**src/hw/accel_pkg.sv**
```systemverilog
// Shared constants and types for the accelerometer mode and output block
package accel_pkg;
  // ---------------------------------------------------------------
  // Serial slave address and register offsets
  // ---------------------------------------------------------------
  localparam logic [6:0] DEV_ADDR = 7'h1C;
  localparam logic [7:0] REG_OUT_XM = 8'h00;
  localparam logic [7:0] REG_OUT_XL = 8'h01;
  localparam logic [7:0] REG_OUT_YM = 8'h02;
  localparam logic [7:0] REG_OUT_YL = 8'h03;
  localparam logic [7:0] REG_OUT_ZM = 8'h04;
  localparam logic [7:0] REG_OUT_ZL = 8'h05;
  localparam logic [7:0] REG_RANGE = 8'h0E;
  localparam logic [7:0] REG_CTRL1 = 8'h2A;
  localparam logic [7:0] REG_CTRL2 = 8'h2B;
  // ---------------------------------------------------------------
  // Field positions and reset values
  // ---------------------------------------------------------------
  localparam int CTRL1_ACTIVE_BIT = 0;
  localparam int CTRL2_SELFTEST_BIT = 7;
  localparam logic [1:0] RANGE_2G = 2'h0;
  localparam logic [1:0] RANGE_4G = 2'h1;
  localparam logic [1:0] RANGE_8G = 2'h2;
  localparam logic [1:0] RANGE_RST = 2'h0;
  localparam logic CTRL_BIT_RST = 1'b0;
  // Self-test force per axis, in 2g-range counts (256 per g)
  localparam logic signed [13:0] SELFTEST_X = 14'sh0016;
  localparam logic signed [13:0] SELFTEST_Y = 14'sh0020;
  localparam logic signed [13:0] SELFTEST_Z = 14'sh00D2;
  // ---------------------------------------------------------------
  // Timing
  // ---------------------------------------------------------------
  localparam int CLK_PERIOD_NS = 10;
  localparam int WAKE_PERIOD_NS = 10000;
  localparam int SLEEP_PERIOD_NS = 640000;
  localparam int WAKE_CYCLES = WAKE_PERIOD_NS / CLK_PERIOD_NS;
  localparam int SLEEP_CYCLES = SLEEP_PERIOD_NS / CLK_PERIOD_NS;
  // ---------------------------------------------------------------
  // Types
  // ---------------------------------------------------------------
  typedef enum logic [1:0] {
    MODE_STANDBY = 2'h0,
    MODE_WAKE = 2'h1,
    MODE_SLEEP = 2'h3
  } mode_e;
  typedef enum logic [2:0] {
    SER_IDLE = 3'h0,
    SER_ADDR = 3'h1,
    SER_ACK_A = 3'h3,
    SER_WR = 3'h2,
    SER_ACK_W = 3'h6,
    SER_RD = 3'h7,
    SER_ACK_R = 3'h5,
    SER_SKIP = 3'h4
  } ser_state_e;
  typedef struct packed {
    logic signed [13:0] x;
    logic signed [13:0] y;
    logic signed [13:0] z;
  } accel_raw_s;
  typedef struct packed {
    logic signed [9:0] x;
    logic signed [9:0] y;
    logic signed [9:0] z;
  } accel_out_s;
endpackage

```
**src/hw/accel_core.sv**
```systemverilog
// Accelerometer mode control, serial register slave and sample formatting
`timescale 1ns/1ns
// Behaviour
// RQ1: Active bit clear: standby, analog off, sample clock stopped, serial slave still answers.
// RQ2: Active bit set: analog and digital enabled, sampling while serial slave serves.
// RQ3: Active to standby keeps every register value.
// RQ4: Standby to active clears output sample registers, others untouched.
// RQ5: Sleep and wake are sub-states of active, sleep never entered from standby.
// RQ6: Slave never holds the serial clock low; master sets clock timing.
// RQ7: One g is 256, 128 or 64 counts for 2g, 4g, 8g ranges.
// RQ8: Samples are two's complement in output registers starting at 0x00.
// RQ9: Self-test output is real reading plus test force, scaled by range.
// RQ10: Host changes mode by serial write, configures only in standby; the code accepts range and self-test writes in every mode.
// RQ11: New active bit takes effect at the end of its write transfer.
module accel_core #(
  parameter int WAKE_DIV = accel_pkg::WAKE_CYCLES,
  parameter int SLEEP_DIV = accel_pkg::SLEEP_CYCLES
) (
  input wire logic clk_in,
  input wire logic rst_n_in,
  input wire logic ce_in,
  input wire logic scl_in,
  input wire logic sda_in,
  input wire accel_pkg::accel_raw_s raw_in,
  input wire logic sleep_req_in,
  output logic sda_out,
  output logic sda_oe_out,
  output logic analog_en_out,
  output logic sample_run_out,
  output accel_pkg::mode_e mode_out
);
  logic scl_s, sda_s, scl_d, sda_d;
  logic start_ev, stop_ev, scl_rise, scl_fall;
  accel_pkg::ser_state_e state;
  logic [3:0] bit_cnt;
  logic [7:0] shift, tx, ptr, wr_data, rd_byte;
  logic rw, is_ptr, master_nack, wr_stb;
  logic active, active_pend, selftest;
  logic [1:0] rng;
  logic [16:0] tick_cnt;
  logic tick;
  accel_pkg::accel_out_s data;

  // ---------------------------------------------------------------
  // Pin sampling and bus condition detect
  // ---------------------------------------------------------------
  sync_2ff #(.RST_VAL(1'b1)) u_sync_scl (
    .clk_in(clk_in), .rst_n_in(rst_n_in), .ce_in(ce_in), .d_in(scl_in), .q_out(scl_s)
  );
  sync_2ff #(.RST_VAL(1'b1)) u_sync_sda (
    .clk_in(clk_in), .rst_n_in(rst_n_in), .ce_in(ce_in), .d_in(sda_in), .q_out(sda_s)
  );

  // Previous levels for edge finding
  always_ff @(posedge clk_in or negedge rst_n_in) begin
    if (!rst_n_in) begin
      scl_d <= 1'b1;
      sda_d <= 1'b1;
    end else if (ce_in) begin
      scl_d <= scl_s;
      sda_d <= sda_s;
    end
  end

  // Start and stop are data edges while the clock stays high
  assign start_ev = scl_s & scl_d & sda_d & ~sda_s;
  assign stop_ev = scl_s & scl_d & ~sda_d & sda_s;
  assign scl_rise = scl_s & ~scl_d;
  assign scl_fall = ~scl_s & scl_d;

  // ---------------------------------------------------------------
  // Serial slave
  // ---------------------------------------------------------------
  // Read data mux, output bytes are the sample bits left aligned
  always_comb begin
    unique case (ptr)
      accel_pkg::REG_OUT_XM: rd_byte = data.x[9:2]; // RQ8
      accel_pkg::REG_OUT_XL: rd_byte = {data.x[1:0], 6'h00};
      accel_pkg::REG_OUT_YM: rd_byte = data.y[9:2];
      accel_pkg::REG_OUT_YL: rd_byte = {data.y[1:0], 6'h00};
      accel_pkg::REG_OUT_ZM: rd_byte = data.z[9:2];
      accel_pkg::REG_OUT_ZL: rd_byte = {data.z[1:0], 6'h00};
      accel_pkg::REG_RANGE: rd_byte = {6'h00, rng};
      accel_pkg::REG_CTRL1: rd_byte = {7'h00, active};
      accel_pkg::REG_CTRL2: rd_byte = {selftest, 7'h00};
      default: rd_byte = 8'h00;
    endcase
  end

  // Bit engine; only SDA is ever pulled, SCL has no driver at all
  always_ff @(posedge clk_in or negedge rst_n_in) begin
    if (!rst_n_in) begin
      state <= accel_pkg::SER_IDLE;
      bit_cnt <= 4'h0;
      shift <= 8'h00;
      tx <= 8'hFF;
      ptr <= 8'h00;
      rw <= 1'b0;
      is_ptr <= 1'b0;
      master_nack <= 1'b0;
      wr_stb <= 1'b0;
      wr_data <= 8'h00;
      sda_oe_out <= 1'b0;
      sda_out <= 1'b0;
    end else if (ce_in) begin
      wr_stb <= 1'b0;
      sda_out <= 1'b0; // RQ6
      if (start_ev) begin
        state <= accel_pkg::SER_ADDR;
        bit_cnt <= 4'h0;
        is_ptr <= 1'b1;
        sda_oe_out <= 1'b0;
      end else if (stop_ev) begin
        state <= accel_pkg::SER_IDLE;
        sda_oe_out <= 1'b0;
      end else if (scl_rise) begin
        if (state == accel_pkg::SER_ADDR || state == accel_pkg::SER_WR) begin
          shift <= {shift[6:0], sda_s};
          bit_cnt <= bit_cnt + 4'h1;
        end else if (state == accel_pkg::SER_RD) begin
          bit_cnt <= bit_cnt + 4'h1;
        end else if (state == accel_pkg::SER_ACK_R) begin
          master_nack <= sda_s;
        end
      end else if (scl_fall) begin
        unique case (state)
          accel_pkg::SER_ADDR: begin
            if (bit_cnt == 4'h8) begin
              if (shift[7:1] == accel_pkg::DEV_ADDR) begin
                state <= accel_pkg::SER_ACK_A;
                rw <= shift[0];
                sda_oe_out <= 1'b1;
              end else begin
                state <= accel_pkg::SER_SKIP;
              end
            end
          end
          accel_pkg::SER_ACK_A: begin
            bit_cnt <= 4'h0;
            if (rw) begin
              state <= accel_pkg::SER_RD;
              tx <= rd_byte;
              sda_oe_out <= ~rd_byte[7];
            end else begin
              state <= accel_pkg::SER_WR;
              sda_oe_out <= 1'b0;
            end
          end
          accel_pkg::SER_WR: begin
            if (bit_cnt == 4'h8) begin
              state <= accel_pkg::SER_ACK_W;
              sda_oe_out <= 1'b1;
              is_ptr <= 1'b0;
              if (is_ptr) begin
                ptr <= shift;
              end else begin
                wr_stb <= 1'b1;
                wr_data <= shift;
                ptr <= ptr + 8'h01;
              end
            end
          end
          accel_pkg::SER_ACK_W: begin
            state <= accel_pkg::SER_WR;
            bit_cnt <= 4'h0;
            sda_oe_out <= 1'b0;
          end
          accel_pkg::SER_RD: begin
            if (bit_cnt == 4'h8) begin
              state <= accel_pkg::SER_ACK_R;
              sda_oe_out <= 1'b0;
              ptr <= ptr + 8'h01;
            end else begin
              tx <= {tx[6:0], 1'b1};
              sda_oe_out <= ~tx[6];
            end
          end
          accel_pkg::SER_ACK_R: begin
            bit_cnt <= 4'h0;
            if (master_nack) begin
              state <= accel_pkg::SER_SKIP;
            end else begin
              state <= accel_pkg::SER_RD;
              tx <= rd_byte;
              sda_oe_out <= ~rd_byte[7];
            end
          end
          accel_pkg::SER_IDLE, accel_pkg::SER_SKIP: begin
            sda_oe_out <= 1'b0;
          end
        endcase
      end
    end
  end

  // Write strobe targets the pointer value before its increment
  logic [7:0] wr_addr;
  assign wr_addr = ptr - 8'h01;

  // ---------------------------------------------------------------
  // Configuration registers
  // ---------------------------------------------------------------
  // Active bit is staged and committed when the transfer ends
  always_ff @(posedge clk_in or negedge rst_n_in) begin
    if (!rst_n_in) begin
      active <= accel_pkg::CTRL_BIT_RST;
      active_pend <= accel_pkg::CTRL_BIT_RST;
      selftest <= accel_pkg::CTRL_BIT_RST;
      rng <= accel_pkg::RANGE_RST;
    end else if (ce_in) begin
      if (wr_stb && wr_addr == accel_pkg::REG_CTRL1) begin
        active_pend <= wr_data[accel_pkg::CTRL1_ACTIVE_BIT];
      end
      if (wr_stb && wr_addr == accel_pkg::REG_CTRL2) begin
        selftest <= wr_data[accel_pkg::CTRL2_SELFTEST_BIT];
      end
      if (wr_stb && wr_addr == accel_pkg::REG_RANGE) begin
        rng <= wr_data[1:0];
      end
      if (stop_ev || start_ev) begin
        active <= active_pend; // RQ11
      end
    end
  end

  // ---------------------------------------------------------------
  // Mode control
  // ---------------------------------------------------------------
  // Standby, wake and sleep; sleep only reachable through wake
  always_ff @(posedge clk_in or negedge rst_n_in) begin
    if (!rst_n_in) begin
      mode_out <= accel_pkg::MODE_STANDBY;
      analog_en_out <= 1'b0;
      sample_run_out <= 1'b0;
    end else if (ce_in) begin
      analog_en_out <= active; // RQ1 RQ2
      sample_run_out <= active; // RQ1
      unique case (mode_out)
        accel_pkg::MODE_STANDBY: begin
          if (active) begin
            mode_out <= accel_pkg::MODE_WAKE; // RQ5
          end
        end
        accel_pkg::MODE_WAKE: begin
          if (!active) begin
            mode_out <= accel_pkg::MODE_STANDBY;
          end else if (sleep_req_in) begin
            mode_out <= accel_pkg::MODE_SLEEP;
          end
        end
        accel_pkg::MODE_SLEEP: begin
          if (!active) begin
            mode_out <= accel_pkg::MODE_STANDBY;
          end else if (!sleep_req_in) begin
            mode_out <= accel_pkg::MODE_WAKE;
          end
        end
        default: mode_out <= accel_pkg::MODE_STANDBY;
      endcase
    end
  end

  // ---------------------------------------------------------------
  // Sampling
  // ---------------------------------------------------------------
  // Sample rate divider, held at zero while standby stops the clocks
  always_ff @(posedge clk_in or negedge rst_n_in) begin
    if (!rst_n_in) begin
      tick_cnt <= 17'h00000;
      tick <= 1'b0;
    end else if (ce_in) begin
      tick <= 1'b0;
      if (mode_out == accel_pkg::MODE_STANDBY) begin
        tick_cnt <= 17'h00000; // RQ1
      end else if (tick_cnt >= 17'((mode_out == accel_pkg::MODE_SLEEP ? SLEEP_DIV : WAKE_DIV) - 1)) begin
        tick_cnt <= 17'h00000;
        tick <= 1'b1;
      end else begin
        tick_cnt <= tick_cnt + 17'h00001;
      end
    end
  end

  // Adds self-test force, divides by range and clips to ten bits
  function automatic logic signed [9:0] scale(input logic signed [13:0] raw,
      input logic signed [13:0] force_v, input logic st_en, input logic [1:0] range_v);
    logic signed [14:0] sum;
    logic signed [14:0] sh;
    sum = 15'(raw) + (st_en ? 15'(force_v) : 15'sh0000); // RQ9
    sh = sum >>> ((range_v == accel_pkg::RANGE_2G) ? 0 :
                  (range_v == accel_pkg::RANGE_4G) ? 1 : 2); // RQ7
    if (sh > 15'sh01FF) begin
      scale = 10'sh1FF;
    end else if (sh < -15'sh0200) begin
      scale = -10'sh200;
    end else begin
      scale = sh[9:0];
    end
  endfunction

  // Output samples: cleared on entry to active, kept on return to standby
  always_ff @(posedge clk_in or negedge rst_n_in) begin
    if (!rst_n_in) begin
      data <= '0;
    end else if (ce_in) begin
      if (mode_out == accel_pkg::MODE_STANDBY && active) begin
        data <= '0; // RQ4
      end else if (tick && mode_out != accel_pkg::MODE_STANDBY && active) begin // RQ3
        data.x <= scale(raw_in.x, accel_pkg::SELFTEST_X, selftest, rng); // RQ8
        data.y <= scale(raw_in.y, accel_pkg::SELFTEST_Y, selftest, rng);
        data.z <= scale(raw_in.z, accel_pkg::SELFTEST_Z, selftest, rng);
      end
    end
  end

  // ---------------------------------------------------------------
  // Checks
  // ---------------------------------------------------------------
  a_standby_quiet: assert property (@(posedge clk_in) disable iff (!rst_n_in) // RQ1
    ce_in && !active |=> !analog_en_out && !sample_run_out) else $error("standby not quiet");
  a_active_wakes: assert property (@(posedge clk_in) disable iff (!rst_n_in) // RQ2
    ce_in && $rose(active) ##1 ce_in |=> mode_out == accel_pkg::MODE_WAKE && analog_en_out)
    else $error("active did not wake");
  a_stop_keeps: assert property (@(posedge clk_in) disable iff (!rst_n_in) // RQ3
    ce_in && mode_out != accel_pkg::MODE_STANDBY && !active
    |=> $stable(data) && $stable(rng) && $stable(selftest))
    else $error("standby changed registers");
  a_start_clears: assert property (@(posedge clk_in) disable iff (!rst_n_in) // RQ4
    ce_in && mode_out == accel_pkg::MODE_STANDBY && active |=> data == '0 && $stable(rng))
    else $error("entry to active did not clear samples");
  a_no_sleep_stby: assert property (@(posedge clk_in) disable iff (!rst_n_in) // RQ5
    mode_out == accel_pkg::MODE_STANDBY |=> mode_out != accel_pkg::MODE_SLEEP)
    else $error("sleep entered from standby");
  a_pull_only: assert property (@(posedge clk_in) disable iff (!rst_n_in) // RQ6
    sda_out == 1'b0) else $error("sda driven high");
  a_scale_8g: assert property (@(posedge clk_in) disable iff (!rst_n_in) // RQ7
    ce_in && tick && mode_out != accel_pkg::MODE_STANDBY && active && !selftest
    && rng == accel_pkg::RANGE_8G
    |=> data.x == 10'(($past(raw_in.x) >>> 2))) else $error("8g scale wrong");
  a_read_x: assert property (@(posedge clk_in) disable iff (!rst_n_in) // RQ8
    ptr == accel_pkg::REG_OUT_XM |-> rd_byte == data.x[9:2]) else $error("x msb mux");
  a_selftest_add: assert property (@(posedge clk_in) disable iff (!rst_n_in) // RQ9
    ce_in && tick && mode_out != accel_pkg::MODE_STANDBY && active && selftest
    && rng == accel_pkg::RANGE_2G && raw_in.x > -14'sh0100 && raw_in.x < 14'sh0100
    |=> data.x == 10'($past(raw_in.x) + accel_pkg::SELFTEST_X)) else $error("self-test sum");
  a_commit_end: assert property (@(posedge clk_in) disable iff (!rst_n_in) // RQ11
    $changed(active) |-> $past(start_ev || stop_ev)) else $error("active changed mid transfer");
endmodule // accel_core

```
**src/hw/sync_2ff.sv**
```systemverilog
// Two flip-flop synchroniser for a level from another clock domain
`timescale 1ns/1ns
module sync_2ff #(
  parameter logic RST_VAL = 1'b1
) (
  input wire logic clk_in,
  input wire logic rst_n_in,
  input wire logic ce_in,
  input wire logic d_in,
  output logic q_out
);
  logic meta;

  // First stage feeds only the second stage
  always_ff @(posedge clk_in or negedge rst_n_in) begin
    if (!rst_n_in) begin
      meta <= RST_VAL;
      q_out <= RST_VAL;
    end else if (ce_in) begin
      meta <= d_in;
      q_out <= meta;
    end
  end
endmodule // sync_2ff

```
**config.mk**
```make
export PLATFORM = sky130hd
export DESIGN_NAME = accel_core
export DESIGN_NICKNAME = d
export VERILOG_FILES = /design/src/hw/accel_pkg.sv /design/src/hw/accel_core.sv /design/src/hw/sync_2ff.sv
export SDC_FILE = /design/constraint.sdc
export NUM_CORES = 1
export LEC_CHECK = 0
export BUFFER_PORTS_ARGS = -buffer_cell sky130_fd_sc_hd__buf_2
export CAP_MARGIN = 20
export CORE_ASPECT_RATIO = 0.9
export CORE_MARGIN = 2
export CORE_UTILIZATION = 55
export DETAILED_ROUTE_END_ITERATION = 7
export PLACE_DENSITY = 0.74
export SETUP_SLACK_MARGIN = 0.2
export SYNTH_ARGS = -nofsm -noshare
export SYNTH_HDL_FRONTEND = slang
export SYNTH_SLANG_ARGS = --single-unit
```
**constraint.sdc**
```tcl
create_clock -name clk_in -period 7.2 [get_ports clk_in]
set_input_delay 0.72 -clock clk_in [delete_from_list [all_inputs] [get_ports clk_in]]
set_output_delay 0.72 -clock clk_in [all_outputs]
set_load 0.005 [all_outputs]
```
==> impl_summary.txt, run 1 <==
----------------------------------------------------
[Worst setup path]
  Worst setup SP type ... flip-flop
  Setup slack of the most critical reg-to-reg path ... 3870 ps
  Critical Setup Path Class ... reg -> reg
  Data arrival time of the critical path ... 3580 ps
  Worst-path fanout max ... 11
  Capturing point of the worst reg2reg path ... data[6]$_DFFE_PN0P_
  Number of cell instances on the worst register-to-register path ... 9
  Endpoint type of the worst setup path ... flip-flop
  Critical Path RT ... 7460 ps
  Startpoint of the most critical setup path ... selftest$_DFFE_PN0P_
  Critical register-to-register path startpoint ... selftest$_DFFE_PN0P_
  End point of the critical path ... data[6]$_DFFE_PN0P_

[Global route]
  Leftover overflow at the end of global routing ... 0
  First-pass GRT wire length ... 31550 um
  Global-route usage over all layers ... 26.20%
  Vias in the first global route ... 6439
  Antenna violations before repair ... 0
  Maximum number of pins on one net before global-route repair ... 77

[Floorplanning]
  Initial standard-cell utilization of the core ... 56.21%
  I/O pin count ... 54
  Vertical extent of the die ... 114.9 um
  Horizontal extent of the die ... 127.2 um
  Floorplan Core Area ... 13360 um^2
  Placement Rows ... 40
  Total die area ... 14610 um^2

[Placement]
  Global placement routability congestion ... 0.8973
  Cell count after placement ... 1037
  Count of input and output buffers ... 52
  Placed wire-length estimate after detailed placement ... 13470 um

[STA]
  Hold Violations, Final ... 0
  Relative slew slack ... 37.83%
  Least-Margin Pin Slew ... 932.5 ps
  Final Setup Violations ... 0
  Total count of max-transition violations in the final report ... 0
  Summed negative setup slack over all endpoints ... 0 ps
  Minimum clock period ... 3327 ps
  Max frequency ... 300.6 MHz
  Final clock period utilization by the worst path ... 46.20%
  Unrepaired setup endpoints after global routing ... no
  Setup skew after layout ... 6.278 ps

[Routing]
  Drt drc ... 0
  Detailed router's first-iteration violation count ... 641
  DR pass1 iterations ... 7
  Routed vias ... 6837
  Vias per cell ... 6.487
  Final WL ... 18560 um
  Routed wire per std cell ... 17.60 um
  Routed Antenna Nets ... 0

[Clock tree]
  Clock slew at reported path FFs ... 70 ps
  Clock tree from TritonCTS ... built
  Number of gates given a new drive strength after cts ... 0
  Worst skew pair latency ... 350 ps
  Max Root-Sink Buffers ... 2
  Root Driver ... clkbuf_16
  Clk sinks ... 100
  Setup bufs post-CTS ... 0
  Cts hold-fix bufs ... 0
  Clock H-tree levels ... 3
  Number of buffers inserted during clock tree synthesis ... 9

[Logic synthesis]
  Mapped Cells ... 863
  EDFF count, synth ... 0
  Cell type with the largest total area after synthesis ... dfrtp_1
  Mapped cell area ... 7511 um^2
  Number of distinct library cells after synthesis ... 88
  Number of register bits inferred by synthesis ... 100
  Sequential area share after synthesis ... 33.53%
  Largest cells by area after synthesis ... dfrtp_1 29%, nand2_1 5.3%, mux2_2 4.6%
  Post-synthesis async set-or-reset flop share ... 100.0%
  Syn Area/Cell ... 8.703 um^2
  Most used flip-flop cell after synthesis ... dfrtp_1
  Synth Net Count ... 939
  Syn. warnings ... 0
  Area share of the leading cell type in the synthesized netlist ... 28.99%

[Final layout]
  Number of fillers in the final layout ... 1143
  Ant diodes ... 0
  Post-route non-filler standard cell count ... 1054
  Net total in the final layout ... 957
  Share of final-layout standard cells stronger than drive strength 1 ... 15.80%
  Area growth from synthesis to final layout ... 7.763%

[Power and ir drop]
  PD cells ... 176.7 nW/um^2
  Leakage power summed over all cells ... 3.318 nW
  Worst vdd ir ... 125.5 uV

[Run]
  Max_cap viols ... 0

[Worst hold path]
  Hold Path Class ... in -> async

[Status]
  Result of the run ... complete, no violations

----------------------------------------------------
[worst max-delay path, stage by stage, from the launching register on]
cell and delay, ps:
dfrtp_1 720, ha_1 330, ha_1 270, nand3_2 120, a2111o_1 470, o311ai_4 320
nor2_1 120, a211oi_4 470, a21oi_4 150, a221oi_2 280
[per-layer routing]
layer	GRT usage, %	part of all wire [%]
met5	0	0
met1	37.13	46
met3	4.374	5.4
met2	42.58	47
met4	6.007	0.88
[Yosys cell counts, types with 10 or more instances]
cell type,n
nor2b_1,11
o211ai_1,13
o21ai_0,60
nor3_1,19
xor2_1,11
a221o_1,21
inv_1,24
clkbuf_1,39
a21oi_1,56
nand3_1,40
and3_1,10
dfrtp_1,87
xnor2_1,18
nand4_1,17
nor2_1,49
ha_1,27
a22oi_1,11
nand2_1,107
dfstp_2,13
mux2i_1,13
mux2_2,31
[kinds of logic (layout without fill, tap and decap cells)]
logic type | count (synthesis) | in the layout | synth area share (%)
AND/OR/NAND/NOR | 312 | 312 | 20.87
AO/OA/AOI/OAI | 273 | 273 | 26.37
flip-flops | 100 | 100 | 33.53
buffers and inverters | 75 | 98 | 4.514
multiplexers | 44 | 44 | 6.380
adder cells (fa/ha/maj) | 29 | 29 | 4.898
XOR/XNOR | 29 | 29 | 3.382
other | 1 | 1 | 0.04993
[per-stage QoR]
step           hold WS (ps)  util (%)   power, W  area [um^2]  setup slack (ps)
2_1_floorplan         424.4         -  0.0008522         7511              4178
3_3_place_gp          467.5     58.21  0.0009198         7779              3889
3_5_place_dp          477.3     58.21  0.0009326         7779              3770
4_1_cts               268.5     60.51   0.001434         8087              3877
5_1_grt               285.6     60.57   0.001499         8094              3611
6_report              267.3     60.57   0.001430         8094              3873
[flip-flops by register name, indices dropped and copies added, names as in the netlist, 2 cells and up]
name      count
mode_out      2
bit_cnt       4
rng           2
ptr           8
tick_cnt     17
data         30
wr_data       3
tx            7
state         3
shift         8
[cells in the final DEF (no fill, tap or decap), types with 5 or more instances in the layout]
| cell | n |
|---|---|
| a31oi_1 | 9 |
| nor3b_1 | 5 |
| a22o_1 | 6 |
| nor4_1 | 8 |
| o31ai_1 | 9 |
| o21ai_0 | 60 |
| o211ai_1 | 13 |
| nor2b_1 | 11 |
| dfstp_2 | 13 |
| or3_1 | 6 |
| clkbuf_16 | 9 |
| nand2b_1 | 8 |
| and4_1 | 6 |
| nand3_1 | 40 |
| buf_2 | 51 |
| and2_1 | 8 |
| xnor2_1 | 18 |
| a21oi_1 | 56 |
| buf_4 | 7 |
| o22ai_1 | 5 |
| a221o_1 | 21 |
| inv_1 | 24 |
| a22oi_1 | 11 |
| mux2_2 | 31 |
| and3_1 | 10 |
| o21a_1 | 5 |
| a222oi_1 | 5 |
| ha_1 | 27 |
| a21o_1 | 6 |
| a211oi_1 | 6 |
| nor2_1 | 49 |
| dfrtp_1 | 87 |
| nand4_1 | 17 |
| a32oi_1 | 5 |
| mux2i_1 | 13 |
| nor3_1 | 19 |
| xor2_1 | 11 |
| nand2_1 | 107 |
[worst min-delay path by stage]
stage | depth (start not counted) | endpoint | slack [ps] | start
floorplan | 0 | active$_DFFE_PN0P_ | 420 | rst_n_in
global placement | 1 | wr_stb$_DFFE_PN0P_ | 470 | wr_stb$_DFFE_PN0P_
detailed placement | 1 | wr_stb$_DFFE_PN0P_ | 480 | wr_stb$_DFFE_PN0P_
CTS | 1 | mode_out[1]$_DFFE_PN0P_ | 270 | rst_n_in
global route | 1 | mode_out[0]$_DFFE_PN0P_ | 290 | rst_n_in
finish | 1 | mode_out[1]$_DFFE_PN0P_ | 270 | rst_n_in
[final cells by class]
cell class | instances | area (um^2) | area share (%)
Sequential cell | 100 | 2519 | 31.12
Tap cell | 168 | 210.2 | 2.597
Clock inverter | 1 | 30.03 | 0.3710
Timing Repair Buffer | 58 | 307.8 | 3.803
Clock buffer | 15 | 277.8 | 3.432
Inverter | 24 | 90.09 | 1.113
Multi-Input combinational cell | 688 | 4659 | 57.57
[where the power goes]
group | switching, W | internal (W) | total (W)
Combinational | 0.000152 | 0.000107 | 0.000259
Sequential | 0.0000595 | 0.000609 | 0.000669
Clock | 0.000204 | 0.000299 | 0.000503
Total | 0.000416 | 0.00101 | 0.00143
Note: power is estimated with default switching activity, not from simulation.
==> run 2, diff against run 1 <==
Clock period 7.2 ns to 3.44 ns, I/O delays scaled along.
==> impl_summary.txt, run 2 (synthesis results as in run 1) <==
----------------------------------------------------
[Power and ir drop]
  Flop pwr share ... 46.6% (was 46.8%)
  Cell Int Power ... 0.002078 W (was 0.001015 W)
  Worst vdd ir ... 279.7 uV (was 125.5 uV)
  Total design power ... 0.003004 W (was 0.001430 W)
  PD cells ... 366.7 nW/um^2 (was 176.7 nW/um^2)
  Clock network fraction of total power ... 35.0% (was 35.1%)
  Switching power share of the total ... 30.81% (was 29.06%)
  Leakage power summed over all cells ... 3.362 nW (was 3.318 nW)
  Power share of the combinational group ... 18.4% (was 18.1%)
  Sw power ... 0.0009253 W (was 0.0004157 W)

[Final layout]
  Number of flip-flops in the largest register ... 30 (unchanged)
  Share of final-layout standard cells stronger than drive strength 1 ... 17.21% (was 15.80%)
  Net total in the final layout ... 966 (was 957)
  Number of fillers in the final layout ... 1163 (was 1143)
  Register area ... 2520 um^2 (was 2519 um^2)
  Core Util, Final ... 61.30% (was 60.57%)
  Area growth from synthesis to final layout ... 9.062% (was 7.763%)
  Commonest non-fill, non-tap cells in the layout ... 107 x nand2_1, 86 x dfrtp_1, 59 x o21ai_0 (was 107 x nand2_1, 87 x dfrtp_1, 60 x o21ai_0)
  Largest regs ... data x30, tick_cnt x17 (unchanged)
  Commonest non-fill, non-tap cell in the layout ... nand2_1 (unchanged)
  Area occupied by multi-input gates ... 4674 um^2 (was 4659 um^2)
  Biggest register ... data (unchanged)
  Ant diodes ... 0 (unchanged)

[Worst hold path]
  Hold Path Class ... in -> async (unchanged)

[Run]
  Max_cap viols ... 0 (unchanged)

[Global route]
  Antenna violations before repair ... 0 (unchanged)
  Leftover overflow at the end of global routing ... 0 (unchanged)
  Global-route usage over all layers ... 26.29% (was 26.20%)
  Vias in the first global route ... 6482 (was 6439)
  First-pass GRT wire length ... 31570 um (was 31550 um)
  Maximum number of pins on one net before global-route repair ... 59 (was 77)

[STA]
  Unrepaired setup endpoints after global routing ... no (unchanged)
  Least-Margin Pin Slew ... 739.5 ps (was 932.5 ps)
  PnR worst setup slack ... 397.3 ps (was 3873 ps)
  Total count of max-transition violations in the final report ... 0 (unchanged)
  Max frequency ... 328.7 MHz (was 300.6 MHz)
  Relative slew slack ... 50.70% (was 37.83%)
  Final Setup Violations ... 0 (unchanged)
  Minimum clock period ... 3043 ps (was 3327 ps)
  Final clock period utilization by the worst path ... 88.45% (was 46.20%)
  Hold Violations, Final ... 0 (unchanged)
  Summed negative setup slack over all endpoints ... 0 ps (unchanged)
  Setup skew after layout ... 8.153 ps (was 6.278 ps)

[Worst setup path]
  Cells along the critical path ... ha_1 > ha_1 > a311oi_1 > o32a_1 > nand2_1 > nor3_1 > a211oi_4 > buf_12 > o31ai_2 > o211ai_1 (was ha_1 > ha_1 > nand3_2 > a2111o_1 > o311ai_4 > nor2_1 > a211oi_4 > a21oi_4 > a221oi_2)
  Number of cell instances on the worst register-to-register path ... 10 (was 9)
  Capturing point of the worst reg2reg path ... data[3]$_DFFE_PN0P_ (was data[6]$_DFFE_PN0P_)
  Stage delay of the slowest cell on the critical path ... 510 ps (was 720 ps)
  Setup slack of the most critical reg-to-reg path ... 400 ps (was 3870 ps)
  Critical-path top delay cell ... dfrtp_2 (was dfrtp_1)
  Endpoint type of the worst setup path ... flip-flop (unchanged)
  Critical register-to-register path startpoint ... selftest$_DFFE_PN0P_ (unchanged)
  Data arrival time of the critical path ... 3240 ps (was 3580 ps)
  Critical Path RT ... 3640 ps (was 7460 ps)
  Most Frequent Cell on Critical Path ... ha_1 (unchanged)
  Critical Setup Path Class ... reg -> reg (unchanged)
  Worst setup SP type ... flip-flop (unchanged)
  Worst-path fanout max ... 10 (was 11)

[Clock tree]
  Worst skew pair latency ... 350 ps (about the same)
  Clock slew at reported path FFs ... 80 ps (was 70 ps)
  Number of buffers inserted during clock tree synthesis ... 9 (unchanged)
  Root Driver ... clkbuf_16 (unchanged)
  Clk sinks ... 100 (unchanged)
  Max Root-Sink Buffers ... 2 (unchanged)
  Clock tree from TritonCTS ... built (unchanged)
  Clock H-tree levels ... 3 (unchanged)

[Placement]
  Count of input and output buffers ... 52 (unchanged)
  Placed wire-length estimate after detailed placement ... 14010 um (was 13470 um)
  Dpl ws ... 297.1 ps (was 3770 ps)
  Global placement routability congestion ... 0.9163 (was 0.8973)

[Floorplanning]
  Vertical extent of the die ... 114.9 um (unchanged)
  I/O pin count ... 54 (unchanged)
  Placement Rows ... 40 (unchanged)
  Total die area ... 14610 um^2 (unchanged)
  Initial standard-cell utilization of the core ... 56.21% (unchanged)
  Floorplan Core Area ... 13360 um^2 (unchanged)
  Horizontal extent of the die ... 127.2 um (unchanged)

[Routing]
  Routed wire per std cell ... 17.82 um (was 17.60 um)
  DR pass1 iterations ... 5 (was 7)
  Final WL ... 18950 um (was 18560 um)
  Detailed router's first-iteration violation count ... 629 (was 641)
  Drt drc ... 0 (unchanged)
  Vias per cell ... 6.563 (was 6.487)
  Routed vias ... 6976 (was 6837)
  Routed Antenna Nets ... 0 (unchanged)

[Status]
  Result of the run ... complete, no violations (unchanged)

----------------------------------------------------
[run 2: power by group through the flow]
stage | clock, W | sequential (W) | combinational (W)
floorplan | 0 | 0.00134 | 0.000439
global placement | 0 | 0.00141 | 0.000521
detailed placement | 0 | 0.00142 | 0.000543
CTS | 0.00107 | 0.00140 | 0.000547
global route | 0.00111 | 0.00142 | 0.000625
finish | 0.00105 | 0.00140 | 0.000553
[run 2: what timing repair did]
| item | in CTS | in global routing |
|---|---|---|
| setup buffers | 0 | 1 |
| endpoints found under the setup margin | 0 | 16 |
| gates resized for setup | 0 | 4 |
| hold buffers | 0 | 0 |
[run 2: per-layer routing]
layer | up-vias | track usage (%) | wire length (um) | part of all wire (%)
met5 | - | 0 | 0 | 0
met4 | 0 | 6.227 | 223 | 1.2
met3 | 19 | 5.119 | 1095 | 5.8
met2 | 186 | 43.87 | 9227 | 49
met1 | 3457 | 35.77 | 8400 | 44
li1 | 3314 | - | - | -
[run 2: metrics by stage]
| step | hold WS [ps] | instance area, um^2 | std cells |
|---|---|---|---|
| floorplan | 48.41 | 7511 | 863 |
| detailed placement | 458.9 | 7846 | 1046 |
| CTS | 83.51 | 8155 | 1062 |
| global route | 114.4 | 8192 | 1063 |
| finish | 54.50 | 8192 | 1063 |
| global placement | 438.2 | 7846 | 1046 |
[run 2: worst max-delay path: cells and delay by family, from the launching register on]
| family | cells | cell delay [ps] |
|---|---|---|
| AO/OA/AOI/OAI | 5 | 1310 |
| flip-flops | 1 | 510 |
| AND/OR/NAND/NOR | 2 | 370 |
| adder cells (fa/ha/maj) | 2 | 520 |
| buffers and inverters | 1 | 170 |
[run 2: worst max path at each step]
stage	from	to	cells after the start
after global routing	selftest$_DFFE_PN0P_	data[3]$_DFFE_PN0P_	10
after CTS	selftest$_DFFE_PN0P_	data[20]$_DFFE_PN0P_	9
after detailed placement	selftest$_DFFE_PN0P_	data[20]$_DFFE_PN0P_	9
after global placement	selftest$_DFFE_PN0P_	data[21]$_DFFE_PN0P_	9
after floorplan	selftest$_DFFE_PN0P_	data[20]$_DFFE_PN0P_	9
final	selftest$_DFFE_PN0P_	data[3]$_DFFE_PN0P_	10
[run 2: area by class of cell]
| type | count | area share (%) |
|---|---|---|
| Sequential cell | 100 | 30.76 |
| Inverter | 24 | 1.100 |
| Clock buffer | 9 | 2.749 |
| Timing Repair Buffer | 67 | 4.735 |
| Tap cell | 168 | 2.566 |
| Multi-Input combinational cell | 688 | 57.06 |
| Clock inverter | 7 | 1.023 |
==> run 3, diff against run 2 <==
Settings changed: ABC_AREA from default to 1, BUFFER_PORTS_ARGS -buffer_cell sky130_fd_sc_hd__buf_2 to -buffer_cell sky130_fd_sc_hd__buf_4.
==> impl_summary.txt, run 3 <==
----------------------------------------------------
[Global route]
  First-pass GRT wire length ... 30860 um (was 31570 um)
  Leftover overflow at the end of global routing ... 0 (unchanged)
  Busiest metal layer after global routing ... met1 (was met2)
  Met1 Use GR ... 39.97% (was 35.77%)
  Met2 usage ... 37.83% (was 43.87%)
  Global-route usage over all layers ... 25.72% (was 26.29%)
  Vias in the first global route ... 6506 (was 6482)
  Antenna violations before repair ... 0 (unchanged)
  Maximum number of pins on one net before global-route repair ... 45 (was 59)
  Grt met3 use ... 4.188% (was 5.119%)

[Logic synthesis]
  Synth Net Count ... 1179 (was 939)
  Syn. warnings ... 0 (unchanged)
  Most used flip-flop cell after synthesis ... dfrtp_1 (unchanged)
  Post-synthesis async set-or-reset flop share ... 100.0% (unchanged)
  Sequential area share after synthesis ... 33.42% (was 33.53%)
  Number of distinct library cells after synthesis ... 55 (was 88)
  Largest cells by area after synthesis ... dfrtp_1 29%, nand2_1 18%, nand3_1 7.0% (was dfrtp_1 29%, nand2_1 5.3%, mux2_2 4.6%)
  Top post-synthesis cells by count ... 353 x nand2_1, 116 x inv_1, 105 x nand3_1, 87 x dfrtp_1, 85 x nor2_1 (was 107 x nand2_1, 87 x dfrtp_1, 60 x o21ai_0, 56 x a21oi_1, 49 x nor2_1)
  EDFF count, synth ... 0 (unchanged)
  Number of register bits inferred by synthesis ... 100 (unchanged)
  Syn Area/Cell ... 6.833 um^2 (was 8.703 um^2)
  Most numerous cell in the Yosys netlist ... nand2_1 (unchanged)
  Area share of the leading cell type in the synthesized netlist ... 28.88% (was 28.99%)
  Mapped cell area ... 7537 um^2 (was 7511 um^2)
  Cell type with the largest total area after synthesis ... dfrtp_1 (unchanged)
  Mapped Cells ... 1103 (was 863)

[Status]
  Result of the run ... complete, no violations (unchanged)

[Worst setup path]
  Capturing point of the worst reg2reg path ... data[21]$_DFFE_PN0P_ (was data[3]$_DFFE_PN0P_)
  Worst-path fanout max ... 11 (was 10)
  Number of cell instances on the worst register-to-register path ... 15 (was 10)
  Endpoint type of the worst setup path ... flip-flop (unchanged)
  Worst setup SP type ... flip-flop (unchanged)
  Critical register-to-register path startpoint ... selftest$_DFFE_PN0P_ (unchanged)
  Setup slack of the most critical reg-to-reg path ... 680 ps (was 400 ps)
  Critical Setup Path Class ... reg -> reg (unchanged)
  Data arrival time of the critical path ... 2980 ps (was 3240 ps)
  Critical Path RT ... 3660 ps (was 3640 ps)

[Floorplanning]
  Horizontal extent of the die ... 127.4 um (was 127.2 um)
  Placement Rows ... 40 (unchanged)
  Total die area ... 14660 um^2 (was 14610 um^2)
  Vertical extent of the die ... 115.1 um (was 114.9 um)
  I/O pin count ... 54 (unchanged)
  Initial standard-cell utilization of the core ... 56.40% (was 56.21%)
  Floorplan Core Area ... 13360 um^2 (unchanged)

[Placement]
  Global placement routability congestion ... 0.8859 (was 0.9163)
  Cell count after placement ... 1304 (was 1046)
  Placed wire-length estimate after detailed placement ... 13620 um (was 14010 um)
  Count of input and output buffers ... 52 (unchanged)

[Power and ir drop]
  Clock network fraction of total power ... 24.8% (was 35.0%)
  Power share of the combinational group ... 30.4% (was 18.4%)
  Cell Int Power ... 0.002589 W (was 0.002078 W)
  PD cells ... 484.5 nW/um^2 (was 366.7 nW/um^2)
  Switching power share of the total ... 36.28% (was 30.81%)
  Worst vdd ir ... 402.4 uV (was 279.7 uV)
  Flop pwr share ... 44.8% (was 46.6%)
  Leakage power summed over all cells ... 4.128 nW (was 3.362 nW)
  Sw power ... 0.001474 W (was 0.0009253 W)

[Final layout]
  Largest regs ... data x30, tick_cnt x17 (unchanged)
  Register area ... 2519 um^2 (was 2520 um^2)
  Biggest register ... data (unchanged)
  Share of final-layout standard cells stronger than drive strength 1 ... 12.32% (was 17.21%)
  Area occupied by multi-input gates ... 4415 um^2 (was 4674 um^2)
  Number of fillers in the final layout ... 1219 (was 1163)
  Commonest non-fill, non-tap cell in the layout ... nand2_1 (unchanged)
  Commonest non-fill, non-tap cells in the layout ... 353 x nand2_1, 116 x inv_1, 105 x nand3_1 (was 107 x nand2_1, 86 x dfrtp_1, 59 x o21ai_0)
  Net total in the final layout ... 1224 (was 966)
  Post-route non-filler standard cell count ... 1321 (was 1063)
  Area growth from synthesis to final layout ... 11.25% (was 9.062%)
  Number of flip-flops in the largest register ... 30 (unchanged)
  Ant diodes ... 0 (unchanged)

[STA]
  Hold Violations, Final ... 0 (unchanged)
  Least-Margin Pin Slew ... 829.5 ps (was 739.5 ps)
  Max frequency ... 362.8 MHz (was 328.7 MHz)
  Final Setup Violations ... 0 (unchanged)
  Final worst hold slack ... 221.1 ps (was 54.50 ps)
  Minimum clock period ... 2756 ps (was 3043 ps)
  Setup skew after layout ... 4.712 ps (was 8.153 ps)
  Total count of max-transition violations in the final report ... 0 (unchanged)
  Unrepaired setup endpoints after global routing ... no (unchanged)
  Relative slew slack ... 44.60% (was 50.70%)
  Summed negative setup slack over all endpoints ... 0 ps (unchanged)
  Final clock period utilization by the worst path ... 80.13% (was 88.45%)

[Clock tree]
  Clock tree from TritonCTS ... built (unchanged)
  Max Root-Sink Buffers ... 2 (unchanged)
  Clock H-tree levels ... 3 (unchanged)
  Clk sinks ... 100 (unchanged)
  Root Driver ... clkbuf_16 (unchanged)
  Number of buffers inserted during clock tree synthesis ... 9 (unchanged)
  Clock slew at reported path FFs ... 60 ps (was 80 ps)
  Worst skew pair latency ... 350 ps (about the same)

[Routing]
  Drt drc ... 0 (unchanged)
  Detailed router's first-iteration violation count ... 617 (was 629)
  Routed Antenna Nets ... 0 (unchanged)
  Routed vias ... 7274 (was 6976)
  Vias per cell ... 5.506 (was 6.563)
  DR pass1 iterations ... 5 (unchanged)
  Routed wire per std cell ... 13.78 um (was 17.82 um)
  Final WL ... 18200 um (was 18950 um)

[Run]
  Max_cap viols ... 0 (unchanged)

[Worst hold path]
  Worst Hold Depth ... 3
  Hold Path End ... u_sync_sda.meta$_DFFE_PN1P_
  Hold Path Class ... in -> reg (was in -> async)
  Hold path startpoint ... sda_in

----------------------------------------------------
[run 3: cell type report]
type | count | share of cell area, %
clock inverter | 2 | 0.1940
timing repair buffer | 63 | 5.670
sequential | 100 | 30.04
tap | 168 | 2.507
multi-input combinational | 850 | 52.66
clock buffer | 14 | 3.387
inverter | 124 | 5.551
[run 3: power groups by stage]
| stage | Combinational [W] | Sequential (W) | Clock, W |
|---|---|---|---|
| after detailed placement | 0.00123 | 0.00182 | 0 |
| after global routing | 0.00144 | 0.00186 | 0.00107 |
| after floorplan | 0.000915 | 0.00175 | 0 |
| after CTS | 0.00123 | 0.00181 | 0.00103 |
| final | 0.00124 | 0.00182 | 0.00101 |
| after global placement | 0.00120 | 0.00183 | 0 |
[run 3: cell families after synthesis]
family,count (synthesis),synth area share (%)
simple gates,626,36.37
compound gates,165,13.93
buf+inv,153,8.001
flops,100,33.42
xor+xnor,30,3.486
fa+ha+maj,28,4.748
other cells,1,0.04975
[run 3: worst max-delay path by stage]
stage                         start              endpoint  slack, ps
3_3_place_gp   selftest$_DFFE_PN0P_  data[21]$_DFFE_PN0P_        720
6_report       selftest$_DFFE_PN0P_  data[21]$_DFFE_PN0P_        680
5_1_grt        selftest$_DFFE_PN0P_  data[23]$_DFFE_PN0P_        390
2_1_floorplan  selftest$_DFFE_PN0P_  data[20]$_DFFE_PN0P_       1220
4_1_cts        selftest$_DFFE_PN0P_  data[21]$_DFFE_PN0P_        730
3_5_place_dp   selftest$_DFFE_PN0P_  data[21]$_DFFE_PN0P_        740
[run 3: worst max-delay path: stages, from the launching register on]
cell	delay, ps
dfrtp_1	770
ha_1	320
fa_1	220
nand2_1	100
o21bai_4	220
nand3_1	110
nand2_1	120
nand2_1	60
nand2_1	70
nand2_1	60
nor2_1	100
nand3_1	90
nor2_1	100
nor2_1	60
nand2_2	140
nand3_1	100
[run 3: timing repair]
action                                  CTS  global route
buffers inserted                          0             0
hold endpoints to repair                  4             0
endpoints found under the setup margin    0             0
resized for setup                         0             0
hold buffers                              1             0
[run 3: routing by layer]
layer | share of wire [%] | vias up
met2 | 42 | 142
li1 | - | 3750
met5 | 0 | -
met4 | 0.78 | 0
met1 | 53 | 3370
met3 | 4.7 | 12
[run 3: per-stage QoR]
stage	setup WS [ps]	instance area [um^2]	power [W]	utilization [%]
global route	385.4	8386	0.004375	62.75
detailed placement	741.0	8075	0.003051	60.43
floorplan	1218	7537	0.002662	-
finish	683.6	8386	0.004063	62.75
CTS	727.7	8386	0.004073	62.75
global placement	724.4	8075	0.003026	60.43
